File: config.mk
export PLATFORM = sky130hd
export DESIGN_NAME = dbac_ctrl
export DESIGN_NICKNAME = d
export VERILOG_FILES = /design/src/hw/dbac_pkg.sv /design/src/hw/dbac_ctrl.sv
export VERILOG_INCLUDE_DIRS = /design/src /design/src/hw
export SDC_FILE = /design/constraint.sdc
export NUM_CORES = 1
export LEC_CHECK = 0
export BUFFER_PORTS_ARGS = -buffer_cell sky130_fd_sc_hd__buf_2
export CORE_ASPECT_RATIO = 2
export CORE_MARGIN = 2
export CORE_UTILIZATION = 45
export DETAILED_ROUTE_END_ITERATION = 8
export HOLD_SLACK_MARGIN = 0.12
export PLACE_DENSITY = 0.68
export REMOVE_ABC_BUFFERS = 1
export SLEW_MARGIN = 20
export SYNTH_ARGS = -nofsm -noshare
export SYNTH_HDL_FRONTEND = slang
export SYNTH_SLANG_ARGS = --single-unit
File: constraint.sdc
create_clock -name clock -period 3.3 [get_ports clock]
set_input_delay 0 -clock clock [delete_from_list [all_inputs] [get_ports clock]]
set_output_delay 0 -clock clock [all_outputs]
set_load 0.05 [all_outputs]
File: src/hw/dbac_params.svh
// Constants for the DMA bus access control block.
// Assumes a 25 MHz clock; included by the package and the design.
// Functional notes
// - Full-line writes use memory write and invalidate when that enable is set, else plain memory write.
// - Reads reaching a cache line boundary use memory read line when that enable is set, else plain read.
// - Full-line reads use memory read multiple when enabled and aligned, else the read line rule above applies.
// - While transmit is suspended the auto-poll field picks off, 200 us, 800 us or 1600 us polling.
// - The alignment field picks the burst boundary: reserved, 8, 16 or 32 doublewords.
// - The burst length field caps doublewords per transaction: 0 unlimited, 1, 2, 4, 8, 16 or 32.
// - Endian select swaps bytes big-endian only for data buffer transfers, never for descriptors.
// - The skip length field gives the doubleword gap inserted between consecutive descriptors.
// - The arbitration bit gives receive priority when 0 and transmit priority when 1.
// - Writing 1 to soft reset resets all internal hardware except configuration space.
// - The soft reset bit clears itself when the internal reset has finished.
// - The register reads 0x00001000 after reset and its reserved bits are read-only zero.
// - Every transmit poll, demanded or automatic, reads the descriptor and starts if device-owned.
`ifndef DBAC_PARAMS_SVH
`define DBAC_PARAMS_SVH
`define DBAC_OFFSET_CTRL 8'h00
`define DBAC_RESET_VALUE 32'h00001000
`define DBAC_WRITE_MASK 32'h01a6ffff
`define DBAC_BIT_WIE 24
`define DBAC_BIT_RLE 23
`define DBAC_BIT_RME 21
`define DBAC_TAP_HI 18
`define DBAC_TAP_LO 17
`define DBAC_CAL_HI 15
`define DBAC_CAL_LO 14
`define DBAC_PBL_HI 13
`define DBAC_PBL_LO 8
`define DBAC_BIT_ENDIAN 7
`define DBAC_DSL_HI 6
`define DBAC_DSL_LO 2
`define DBAC_BIT_ARB 1
`define DBAC_BIT_SWR 0
`define DBAC_CLK_MHZ 25
`define DBAC_POLL1_US 200
`define DBAC_POLL2_US 800
`define DBAC_POLL3_US 1600
`define DBAC_SWR_CYCLES 8'h10
`define DBAC_CMD_READ 4'h6
`define DBAC_CMD_WRITE 4'h7
`define DBAC_CMD_READ_MULT 4'hc
`define DBAC_CMD_READ_LINE 4'he
`define DBAC_CMD_WRITE_INV 4'hf
`endif

File: src/hw/dbac_pkg.sv
// Types for the DMA bus access control block.
// Assumes dbac_params.svh is on the include path.
`include "dbac_params.svh"
package dbac_pkg;
  typedef enum logic [1:0] {
    DBAC_IDLE = 2'b00,
    DBAC_WAIT = 2'b01,
    DBAC_POLL = 2'b11
  } dbac_poll_e;
  // Request to the bus master: command, boundary, burst cap
  typedef struct packed {
    logic [3:0] command;
    logic [7:0] boundary_dw;
    logic [6:0] burst_dw;
    logic swap;
  } dbac_req_s;
  // Transfer description from the DMA engine
  typedef struct packed {
    logic is_write;
    logic full_line;
    logic reaches_line;
    logic aligned;
    logic is_descriptor;
    logic is_tx;
  } dbac_xfer_s;
endpackage

File: src/hw/dbac_ctrl.sv
// DMA bus access control register and bus-master request shaping.
// Assumes a register port from the PCI target, a DMA engine presenting transfers, and a bus master draining requests.
`timescale 1ns/10ps
`default_nettype none
`include "dbac_params.svh"
module dbac_ctrl #(
  parameter int POLL1_CYCLES = `DBAC_POLL1_US * `DBAC_CLK_MHZ,
  parameter int POLL2_CYCLES = `DBAC_POLL2_US * `DBAC_CLK_MHZ,
  parameter int POLL3_CYCLES = `DBAC_POLL3_US * `DBAC_CLK_MHZ
) (
  input wire logic clock,
  input wire logic reset_n,
  input wire logic clock_enable,
  input wire logic reg_write,
  input wire logic reg_read,
  input wire logic [7:0] reg_addr,
  input wire logic [31:0] reg_wdata,
  output logic [31:0] reg_rdata,
  output logic reg_rvalid,
  input wire logic tx_poll_demand,
  input wire logic tx_suspended,
  input wire logic tx_request,
  input wire logic rx_request,
  output logic tx_grant,
  output logic rx_grant,
  output logic tx_poll,
  output logic [4:0] descriptor_skip_length,
  output logic soft_reset_active,
  input wire logic xfer_valid,
  output logic xfer_ready,
  input wire dbac_pkg::dbac_xfer_s xfer,
  output logic req_valid,
  input wire logic req_ready,
  output dbac_pkg::dbac_req_s req
);
  logic [31:0] ctrl;
  logic [31:0] next_ctrl;
  logic [7:0] swr_count;
  logic [7:0] next_swr_count;
  logic [31:0] rdata;
  logic [31:0] next_rdata;
  logic rvalid;
  logic next_rvalid;
  dbac_pkg::dbac_poll_e poll_state;
  dbac_pkg::dbac_poll_e next_poll_state;
  logic [16:0] poll_count;
  logic [16:0] next_poll_count;
  logic poll;
  logic next_poll;
  logic txg;
  logic next_txg;
  logic rxg;
  logic next_rxg;
  dbac_pkg::dbac_req_s buf_q [2];
  dbac_pkg::dbac_req_s next_buf_q [2];
  logic [1:0] buf_count;
  logic [1:0] next_buf_count;
  dbac_pkg::dbac_req_s shaped;
  logic push;
  logic pop;

  function automatic logic [16:0] poll_period(input logic [1:0] sel);
    case (sel)
      2'b01: poll_period = 17'(POLL1_CYCLES);
      2'b10: poll_period = 17'(POLL2_CYCLES);
      default: poll_period = 17'(POLL3_CYCLES);
    endcase
  endfunction

  function automatic logic [6:0] burst_cap(input logic [5:0] burst_length_limit);
    case (burst_length_limit)
      6'h01, 6'h02, 6'h04, 6'h08, 6'h10, 6'h20: burst_cap = {1'b0, burst_length_limit};
      default: burst_cap = 7'h00;
    endcase
  endfunction

  // Register file, write and self-clearing soft reset
  always_comb begin
    next_ctrl = ctrl;
    next_swr_count = swr_count;
    next_rdata = rdata;
    next_rvalid = 1'b0;
    if (swr_count != 8'h00) begin
      next_swr_count = swr_count - 8'h01;
      if (swr_count == 8'h01) begin
        next_ctrl[`DBAC_BIT_SWR] = 1'b0;
      end
    end
    if (reg_write && reg_addr == `DBAC_OFFSET_CTRL && swr_count == 8'h00) begin
      next_ctrl = (reg_wdata & `DBAC_WRITE_MASK) | (ctrl & ~`DBAC_WRITE_MASK);
      if (reg_wdata[`DBAC_BIT_SWR]) begin
        next_ctrl = `DBAC_RESET_VALUE | 32'h00000001;
        next_swr_count = `DBAC_SWR_CYCLES;
      end
    end
    if (reg_read) begin
      next_rvalid = 1'b1;
      if (reg_addr == `DBAC_OFFSET_CTRL) begin
        next_rdata = ctrl;
      end else begin
        next_rdata = 32'h00000000;
      end
    end
  end

  always_ff @(posedge clock or negedge reset_n) begin
    if (!reset_n) begin
      ctrl <= `DBAC_RESET_VALUE;
      swr_count <= 8'h00;
      rdata <= 32'h00000000;
      rvalid <= 1'b0;
    end else if (clock_enable) begin
      ctrl <= next_ctrl;
      swr_count <= next_swr_count;
      rdata <= next_rdata;
      rvalid <= next_rvalid;
    end
  end

  // Transmit auto-poll timer
  always_comb begin
    next_poll_state = poll_state;
    next_poll_count = poll_count;
    next_poll = 1'b0;
    case (poll_state)
      dbac_pkg::DBAC_IDLE: begin
        if (tx_suspended && ctrl[`DBAC_TAP_HI:`DBAC_TAP_LO] != 2'b00) begin
          next_poll_state = dbac_pkg::DBAC_WAIT;
          next_poll_count = poll_period(ctrl[`DBAC_TAP_HI:`DBAC_TAP_LO]);
        end
      end
      dbac_pkg::DBAC_WAIT: begin
        next_poll_count = poll_count - 17'h00001;
        if (poll_count <= 17'h00001) begin
          next_poll_state = dbac_pkg::DBAC_POLL;
        end
      end
      default: begin
        next_poll = 1'b1;
        next_poll_state = dbac_pkg::DBAC_WAIT;
        next_poll_count = poll_period(ctrl[`DBAC_TAP_HI:`DBAC_TAP_LO]);
      end
    endcase
    if (!tx_suspended || ctrl[`DBAC_TAP_HI:`DBAC_TAP_LO] == 2'b00 || swr_count != 8'h00) begin
      next_poll_state = dbac_pkg::DBAC_IDLE;
      next_poll = 1'b0;
    end
    if (tx_poll_demand && tx_suspended && swr_count == 8'h00) begin
      next_poll = 1'b1;
    end
  end

  always_ff @(posedge clock or negedge reset_n) begin
    if (!reset_n) begin
      poll_state <= dbac_pkg::DBAC_IDLE;
      poll_count <= 17'h00000;
      poll <= 1'b0;
    end else if (clock_enable) begin
      poll_state <= next_poll_state;
      poll_count <= next_poll_count;
      poll <= next_poll;
    end
  end

  // Arbitration between directions
  always_comb begin
    next_txg = 1'b0;
    next_rxg = 1'b0;
    if (swr_count == 8'h00) begin
      if (tx_request && rx_request) begin
        next_txg = ctrl[`DBAC_BIT_ARB];
        next_rxg = !ctrl[`DBAC_BIT_ARB];
      end else begin
        next_txg = tx_request;
        next_rxg = rx_request;
      end
    end
  end

  always_ff @(posedge clock or negedge reset_n) begin
    if (!reset_n) begin
      txg <= 1'b0;
      rxg <= 1'b0;
    end else if (clock_enable) begin
      txg <= next_txg;
      rxg <= next_rxg;
    end
  end

  // Command selection and request shaping
  always_comb begin
    shaped.command = `DBAC_CMD_READ;
    if (xfer.is_write) begin
      shaped.command = (ctrl[`DBAC_BIT_WIE] && xfer.full_line) ? `DBAC_CMD_WRITE_INV : `DBAC_CMD_WRITE;
    end else if (ctrl[`DBAC_BIT_RME] && xfer.full_line && xfer.aligned) begin
      shaped.command = `DBAC_CMD_READ_MULT;
    end else if (ctrl[`DBAC_BIT_RLE] && xfer.reaches_line) begin
      shaped.command = `DBAC_CMD_READ_LINE;
    end
    case (ctrl[`DBAC_CAL_HI:`DBAC_CAL_LO])
      2'b01: shaped.boundary_dw = 8'h08;
      2'b10: shaped.boundary_dw = 8'h10;
      2'b11: shaped.boundary_dw = 8'h20;
      default: shaped.boundary_dw = 8'h00;
    endcase
    shaped.burst_dw = burst_cap(ctrl[`DBAC_PBL_HI:`DBAC_PBL_LO]);
    shaped.swap = ctrl[`DBAC_BIT_ENDIAN] && !xfer.is_descriptor;
  end

  // Two-entry request buffer
  assign push = xfer_valid && xfer_ready;
  assign pop = req_valid && req_ready;
  always_comb begin
    next_buf_q = buf_q;
    next_buf_count = buf_count;
    if (pop) begin
      next_buf_q[0] = buf_q[1];
      next_buf_count = next_buf_count - 2'h1;
    end
    if (push) begin
      next_buf_q[next_buf_count[0]] = shaped;
      next_buf_count = next_buf_count + 2'h1;
    end
    if (swr_count != 8'h00) begin
      next_buf_count = 2'h0;
    end
  end

  always_ff @(posedge clock or negedge reset_n) begin
    if (!reset_n) begin
      buf_q[0] <= '0;
      buf_q[1] <= '0;
      buf_count <= 2'h0;
    end else if (clock_enable) begin
      buf_q <= next_buf_q;
      buf_count <= next_buf_count;
    end
  end

  assign reg_rdata = rdata;
  assign reg_rvalid = rvalid;
  assign tx_grant = txg;
  assign rx_grant = rxg;
  assign tx_poll = poll;
  assign descriptor_skip_length = ctrl[`DBAC_DSL_HI:`DBAC_DSL_LO];
  assign soft_reset_active = ctrl[`DBAC_BIT_SWR];
  assign xfer_ready = buf_count != 2'h2 && swr_count == 8'h00;
  assign req_valid = buf_count != 2'h0;
  assign req = buf_q[0];
endmodule
`default_nettype wire

== Word level (Yosys, flattened, before mapping) ==
Index checks and enable logic that the tools add are counted.

* Word-level logic and storage cells: 119
* Bits in registers: 137

* Muxes and demuxes: 37
* Reduce and logical (&&, ||, !) cells: 37
* Equal/unequal tests: 17
* Bitwise logic cells: 2
* Add/sub/neg operators: 4
* $lt $le $gt $ge: 3

{| class="wikitable"
|+ Operators with widths
! kind !! count
|-
| $mux W32 || 2
|-
| $bwmux W40 || 1
|-
| $mux W20 || 2
|-
| $mux W40 || 1
|-
| $pmux W17 S2 || 1
|-
| $or A25 B32 Y32 || 1
|-
| $pmux W16 S2 || 1
|-
| $mux W8 || 3
|-
| $demux W20 S1 || 1
|-
| $pmux W6 S3 || 1
|-
| $le A17 B1 Y1 const B || 1
|-
| $mux W17 || 1
|-
| $sub A17 B1 Y17 const B || 1
|-
| $logic_not A8 Y1 || 2
|-
| $mux W4 || 4
|-
| $logic_and A1 B1 Y1 || 15
|-
| $mux W2 || 6
|-
| $mux W1 || 11
|-
| $eq A8 B1 Y1 const B || 1
|-
| $reduce_and A2 Y1 || 4
|-
| $reduce_bool A2 Y1 || 4
|-
| $reduce_bool A8 Y1 || 1
|-
| $sub A8 B1 Y8 const B || 1
|-
| $eq A2 B1 Y1 const B || 3
|-
| 22 further kinds || 31
|}

== Longest topological paths before layout ==
Gate-level depths: netlist (run 1).

* Word-level depth: 10
* Gate-level depth with buffers: 9
* Depth with buffers taken out: 7

== Worst setup path before layout (run 1) ==
OpenSTA, ideal clock, no wires.

* Path kind: register to register
* Start: register buf_count[0]
* End: register buf_q (netlist bit req[16])
* Required time: 3.170 ns
* Stages on the path, launching flop included: 10
* Setup slack: 1.236 ns
* Arrival: 1.934 ns
* Path buffers: 2
* Clock period less this slack: 2.064 ns
* Setup time: 0.130 ns
* Cells stage by stage: dfrtp_1 -> clkbuf_1 -> inv_1 -> ha_1 -> nor2b_1 -> xnor2_1 -> or4_1 -> buf_2 -> o22ai_1 -> a21oi_1

* Longest elaborated chain between the ends: 10
* Elaborated cells on any way between the ends: 16
* Those cells by class: add/sub (1); order compare (2); eq/ne (1); mux (6); bitwise (1); reduce/logical (5)

{| class="wikitable"
|+ RTL lines
! what !! line !! text
|-
| from (decl) || dbac_ctrl.sv:56 || <nowiki>logic [1:0] buf_count;</nowiki>
|-
| from (signal assigned) || dbac_ctrl.sv:236 || <nowiki>buf_count <= next_buf_count;</nowiki>
|-
| parallel branches: the longest is 9 deep, another holds $sub A2 B1 Y2 || - ||
|-
| $mux W40 (*) || dbac_ctrl.sv:220 || <nowiki>if (push) begin</nowiki>
|-
| to (signal assigned) || dbac_ctrl.sv:235 || <nowiki>buf_q <= next_buf_q;</nowiki>
|-
| to (decl) || dbac_ctrl.sv:54 || <nowiki>dbac_pkg::dbac_req_s buf_q [2];</nowiki>
|}

Every way passes the cells marked *.
A chain may end at the register's enable or synchronous reset.

== Final worst setup path (run 1) ==
* Start: register swr_count[3]
* End: register txg, in the netlist tx_grant

* Longest elaborated chain between the ends: 2

{| class="wikitable"
|+ RTL lines
! what !! line !! text
|-
| from (decl) || dbac_ctrl.sv:38 || <nowiki>logic [7:0] swr_count;</nowiki>
|-
| from (signal assigned) || dbac_ctrl.sv:114 || <nowiki>swr_count <= next_swr_count;</nowiki>
|-
| $logic_not A8 Y1 || dbac_ctrl.sv:169 || <nowiki>if (swr_count == 8'h00) begin</nowiki>
|-
| $mux W1 || dbac_ctrl.sv:169 ||
|-
| to (signal assigned) || dbac_ctrl.sv:185 || <nowiki>txg <= next_txg;</nowiki>
|-
| to (decl) || dbac_ctrl.sv:50 || <nowiki>logic txg;</nowiki>
|}

No other way between the ends.

==> results.cfg, run 1 <==
[critical_path]
critical_path_arrival_ns = 3.07
endpoint_kind = flop
critPathKind = flop to flop
reg2reg_to = tx_grant
crit_path_max_incr_delay_ns = 0.80
reg2reg_from = swr_count[3]
crit_required_ns = 3.57
r2r_cells = 5
worst_setup_path_start_kind = flop
crit_slowest_cell = nor3_1
critical_path.top_delay_family = simple AND/OR/NAND/NOR gates
path_max_fanout = 7
crit_chain = or4_4 -> nor3_1 -> o2111ai_1 -> dlygate4sd3_1 -> o21ai_0
reg2reg_slack_ns = 0.50
crit_buf_inv = 1

[placement]
place_congestion = 0.848
hpwl_um = 9450
portBuffers = 108
placed_cell_area_um2 = 5830
post-place-ws_ns = 0.869

[timing]
max_clock_freq_mhz = 357
post-route-min-period_ns = 2.80
tightest_slew_ns = 0.979
rsz0062_at_grt = false
fin_ws_ns = 0.496
fin_crit_sh_pct = 85.0
whs_ns = 0.131
setup_violations = 0
slew_violations = 0
slew_headroom_pct = 34.7
finClkSkew_ns = 0.00632
hold_viol = 0

[outcome]
status = completed

[synth]
synthArstFlopShare_pct = 100
synthFlopType = dfrtp_1
yosys_warnings = 0
netlist_top_cells_area = dfrtp_1 (51%), buf_4 (4.9%), o21ai_0 (4.7%)
yosys.area.top_type_share_pct = 50.6
syn_area_um2 = 5390
synthTopCellsByCount = dfrtp_1 (109), nand2_1 (58), o21ai_0 (51)
netlist_instances = 549
synth_edf_count = 0
seq_area_frac_synth_pct = 51.1
ys_types = 57
synth.most_common_cell = dfrtp_1
synth_largest_area_cell = dfrtp_1
synth-seq-cells = 110
synth.avg_cell_area_um2 = 9.82

[global_route]
grt_antenna_before_repair = 0
grtUsageTotal_pct = 22.0
grt_pass1_vias = 4495
grt_max_degree = 78
overflow = 0
grt_pass1_wl_um = 22100

[clock_tree]
cts_inserted_buffers = 9
cts.htree.levels = 3
cts_root_buf = clkbuf_16
path_clk_slew_ns = 0.07
cts_setup_buffers = 0
clkLatencyLatePin_ns = 0.35
cts_tree = done
clock-sinks = 110
clock_path_buffers = 2

[routing]
wl_met3_um = 647
wl_per_cell_um = 16.8
first_pass_iters = 4
drtIter0Drc = 318
vias_per_cell = 5.53
drt-total-wl_um = 13500
detail-route-antenna-nets = 0
via_count = 4439
wl_met2_um = 7150
drcViolationCount = 0
top_layer = met4
wl_met1_um = 5240

[floorplan]
start_util_pct = 46.1
die_h_um = 159
row_count = 56
dieWidth_um = 81.4
fp.dieArea_um2 = 12900
core_area_um2 = 11700
ios = 121

[hold_path]
hold_class = input pin to flop
holdPathEnd = req[19]
worstHoldStart = xfer[3]
min_path_cells = 5

[pwr]
power_leakage_nw = 3.12
power_density_nw_per_um2 = 555
ir_worst_vdd_mv = 0.549

[flow_run]
cap_violations = 0

[final_layout]
design_area_um2 = 6470
drive_above_1_share_pct = 22.5
area_growth_pct = 19.9
finish.net_count = 721
n_antenna_cell = 0
postLayoutCoreUtil_pct = 55.3
## worst max-delay path by stage
stage	from	to	depth (start not counted)
2_1_floorplan	reg_rdata[30]	reg_rdata[30]	1
6_report	swr_count[3]	tx_grant	5
5_1_grt	swr_count[3]	tx_grant	5
3_5_place_dp	swr_count[3]	ctrl[12]	5
4_1_cts	swr_count[3]	tx_grant	5
3_3_place_gp	swr_count[3]	ctrl[12]	5
## worst reg2reg max path: stages, from the launching register on
cell and delay [ns]:
dfrtp_1 0.42, or4_4 0.62, nor3_1 0.80, o2111ai_1 0.22, dlygate4sd3_1 0.61, o21ai_0 0.07
## report_power, final
part           switching [mW]  internal (mW)
logic                   0.571          0.294
clock network           0.519          0.602
registers               0.121           1.48
## layout by cell type, fill, tap and decap left out, drive strengths merged, types with 2 or more instances in the layout
| master | instances |
|---|---|
| a21o | 3 |
| a21oi | 23 |
| a221oi | 4 |
| a22o | 21 |
| a22oi | 7 |
| a311oi | 3 |
| a31oi | 3 |
| and2 | 10 |
| buf | 117 |
| clkbuf | 9 |
| dfrtp | 109 |
| dlygate4sd3 | 33 |
| ha | 12 |
| inv | 27 |
| mux2 | 4 |
| nand2 | 58 |
| nand2b | 24 |
| nand3 | 11 |
| nand3b | 8 |
| nand4 | 3 |
| nor2 | 25 |
| nor2b | 6 |
| nor3 | 15 |
| nor3b | 2 |
| nor4 | 6 |
| nor4b | 2 |
| o21a | 4 |
| o21ai | 59 |
| o22a | 4 |
| o22ai | 7 |
| o31ai | 4 |
| or2 | 2 |
| or3 | 3 |
| or4 | 6 |
| xnor2 | 5 |
## stage by stage
stage               TNS [ns]  total power, mW  instances
finish                     0             3.59        802
CTS                        0             3.61        802
detailed placement         0             2.46        753
global route               0             3.78        802
floorplan              -3.74             2.20        491
global placement           0             2.43        753
## flip-flops by register name, summed over array words and instances, names as in the netlist
signal,cells
reg_rdata,22
ctrl,21
req,20
poll_count,17
buf_q,14
swr_count,8
buf_count,2
poll_state,2
reg_rvalid,1
rx_grant,1
tx_grant,1
tx_poll,1
## cells by family after synthesis
| group | Yosys count | share of synthesized area, % |
|---|---|---|
| buffers and inverters | 81 | 8.23 |
| and+or+nand+nor | 185 | 18.2 |
| adders and majority gates | 12 | 2.78 |
| DFF | 110 | 51.1 |
| xor gates and xnor gates | 5 | 0.812 |
| muxes | 5 | 1.02 |
| AOI/OAI and AO/OA | 151 | 17.9 |
## layer usage
layer	up-vias	GRT usage, %
li1	2121	-
met1	2134	25.7
met2	143	37.9
met3	41	3.41
met4	0	10.5
met5	-	0
## layout make-up
class	instances	area, um^2
clock inverters	7	80.1
flip-flops and latches	110	2750
inverters	23	86.3
fillers	1016	5230
repair buffers	150	941
clock buffers	9	225
well taps	145	181
multi-input cells	358	2200
## repair_timing
action | in CTS | in global routing
hold endpoints to repair | 108 | 0
resized for setup | 0 | 0
hold buffers | 33 | 0
(Power assumes the default switching activity.)
==> run 2: changes to the inputs <==
clock period = 2.7 ns   (was 3.3 ns; I/O delays follow)
==> results.cfg, run 2 (synthesis results as in run 1) <==
[outcome]
status = completed

[hold_path]
hold_class = input pin to flop
min_path_cells = 5

[floorplan]
fp.dieArea_um2 = 12900
row_count = 56
start_util_pct = 46.1
dieWidth_um = 81.4
core_area_um2 = 11700
ios = 121
die_h_um = 159

[flow_run]
cap_violations = 0

[global_route]
grt_max_degree = 61
grtUsageTotal_pct = 21.9
grt_antenna_before_repair = 0
grt_pass1_wl_um = 22000
overflow = 0
grt_pass1_vias = 4497

[critical_path]
r2r_cells = 7
crit_required_ns = 2.97
path_max_fanout = 8
endpoint_kind = flop
critical_path_arrival_ns = 2.59
worst_setup_path_start_kind = flop
critPathKind = flop to flop

[clock_tree]
clkLatencyLatePin_ns = 0.34
cts_tree = done
postCtsHoldBufs = 32
clock_path_buffers = 2
cts.htree.levels = 3
cts_setup_buffers = 0
path_clk_slew_ns = 0.07
clock-sinks = 110
cts_root_buf = clkbuf_16
cts_resized = 0
cts_inserted_buffers = 9

[timing]
max_clock_freq_mhz = 430
hold_viol = 0
slew_headroom_pct = 39.8
setup_violations = 0
slew_violations = 0
post-route-min-period_ns = 2.33
tightest_slew_ns = 0.898
finalSetupTns_ns = 0
fin_crit_sh_pct = 86.1
rsz0062_at_grt = false
finClkSkew_ns = 0.0106

[pwr]
power_leakage_nw = 3.12
power_density_nw_per_um2 = 660
power_mw = 4.26
ir_worst_vdd_mv = 0.598

[final_layout]
n_fill_cell = 1009
final_cell_mix = dfrtp_1 (109), buf_2 (107), nand2_1 (58)
area_growth_pct = 19.7
n_antenna_cell = 0
drive_above_1_share_pct = 23.0
largest_reg_flops = 22
instances_no_fill = 805
finish.net_count = 724
layout_commonest_cell = dfrtp_1

[routing]
detail-route-antenna-nets = 0
drt-total-wl_um = 13600
first_pass_iters = 4
drcViolationCount = 0
via_count = 4482
vias_per_cell = 5.57
drtIter0Drc = 187
wl_per_cell_um = 16.9

[placement]
hpwl_um = 9980
portBuffers = 108
dp_cells = 757
place_congestion = 0.907
-- run 2: per-stage QoR --
stage | instance area, um^2 | hold WS [ns] | util, % | setup slack (ns)
after floorplan | 5040 | -0.296 | - | -1.35
after global placement | 5860 | 0.108 | 50.1 | 0.431
after detailed placement | 5860 | 0.114 | 50.1 | 0.363
after CTS | 6450 | 0.148 | 55.2 | 0.334
after global routing | 6450 | 0.193 | 55.2 | 0.161
final | 6450 | 0.146 | 55.2 | 0.375
-- run 2: critical path, stage by stage (launching register included) --
cell,delay (ns)
dfrtp_1,0.47
inv_1,0.13
ha_1,0.23
nor2b_1,0.28
nand2_1,0.11
a31oi_1,0.68
a22oi_1,0.21
o21ai_1,0.13
-- run 2: layer usage --
| metal | share of wire [%] | global-route usage (%) | up-vias | wire length (um) |
|---|---|---|---|---|
| met2 | 53 | 37.6 | 150 | 7250 |
| li1 | - | - | 2113 | - |
| met5 | 0 | 0 | - | 0 |
| met3 | 4.2 | 3.30 | 42 | 566 |
| met4 | 4.6 | 12.6 | 0 | 623 |
| met1 | 38 | 24.9 | 2177 | 5140 |
-- run 2: path summary, 6_finish.rpt --
kind	start	endpoint	slack, ns
setup / recovery	buf_count[0]	req[11]	0.37
hold reg to reg	req[17]	req[17]	0.48
max in group asynchronous	reset_n	ctrl[17]	1.68
min in group asynchronous	reset_n	ctrl[24]	0.26
setup reg to reg	buf_count[0]	req[11]	0.37
hold / removal	xfer[3]	req[19]	0.15
-- run 2: area by class of cell --
| type | count | area [um^2] | share of cell area (%) |
|---|---|---|---|
| clock buffer | 9 | 225 | 3.49 |
| inverter | 23 | 86.3 | 1.34 |
| multi-input combinational | 358 | 2200 | 34.1 |
| tap | 145 | 181 | 2.81 |
| timing repair buffer | 153 | 961 | 14.9 |
| sequential | 110 | 2750 | 42.7 |
| clock inverter | 7 | 46.3 | 0.717 |
-- run 2: power breakdown --
part	internal, mW	switching [mW]
Clock	0.628	0.599
Combinational	0.370	0.700
Sequential	1.81	0.151
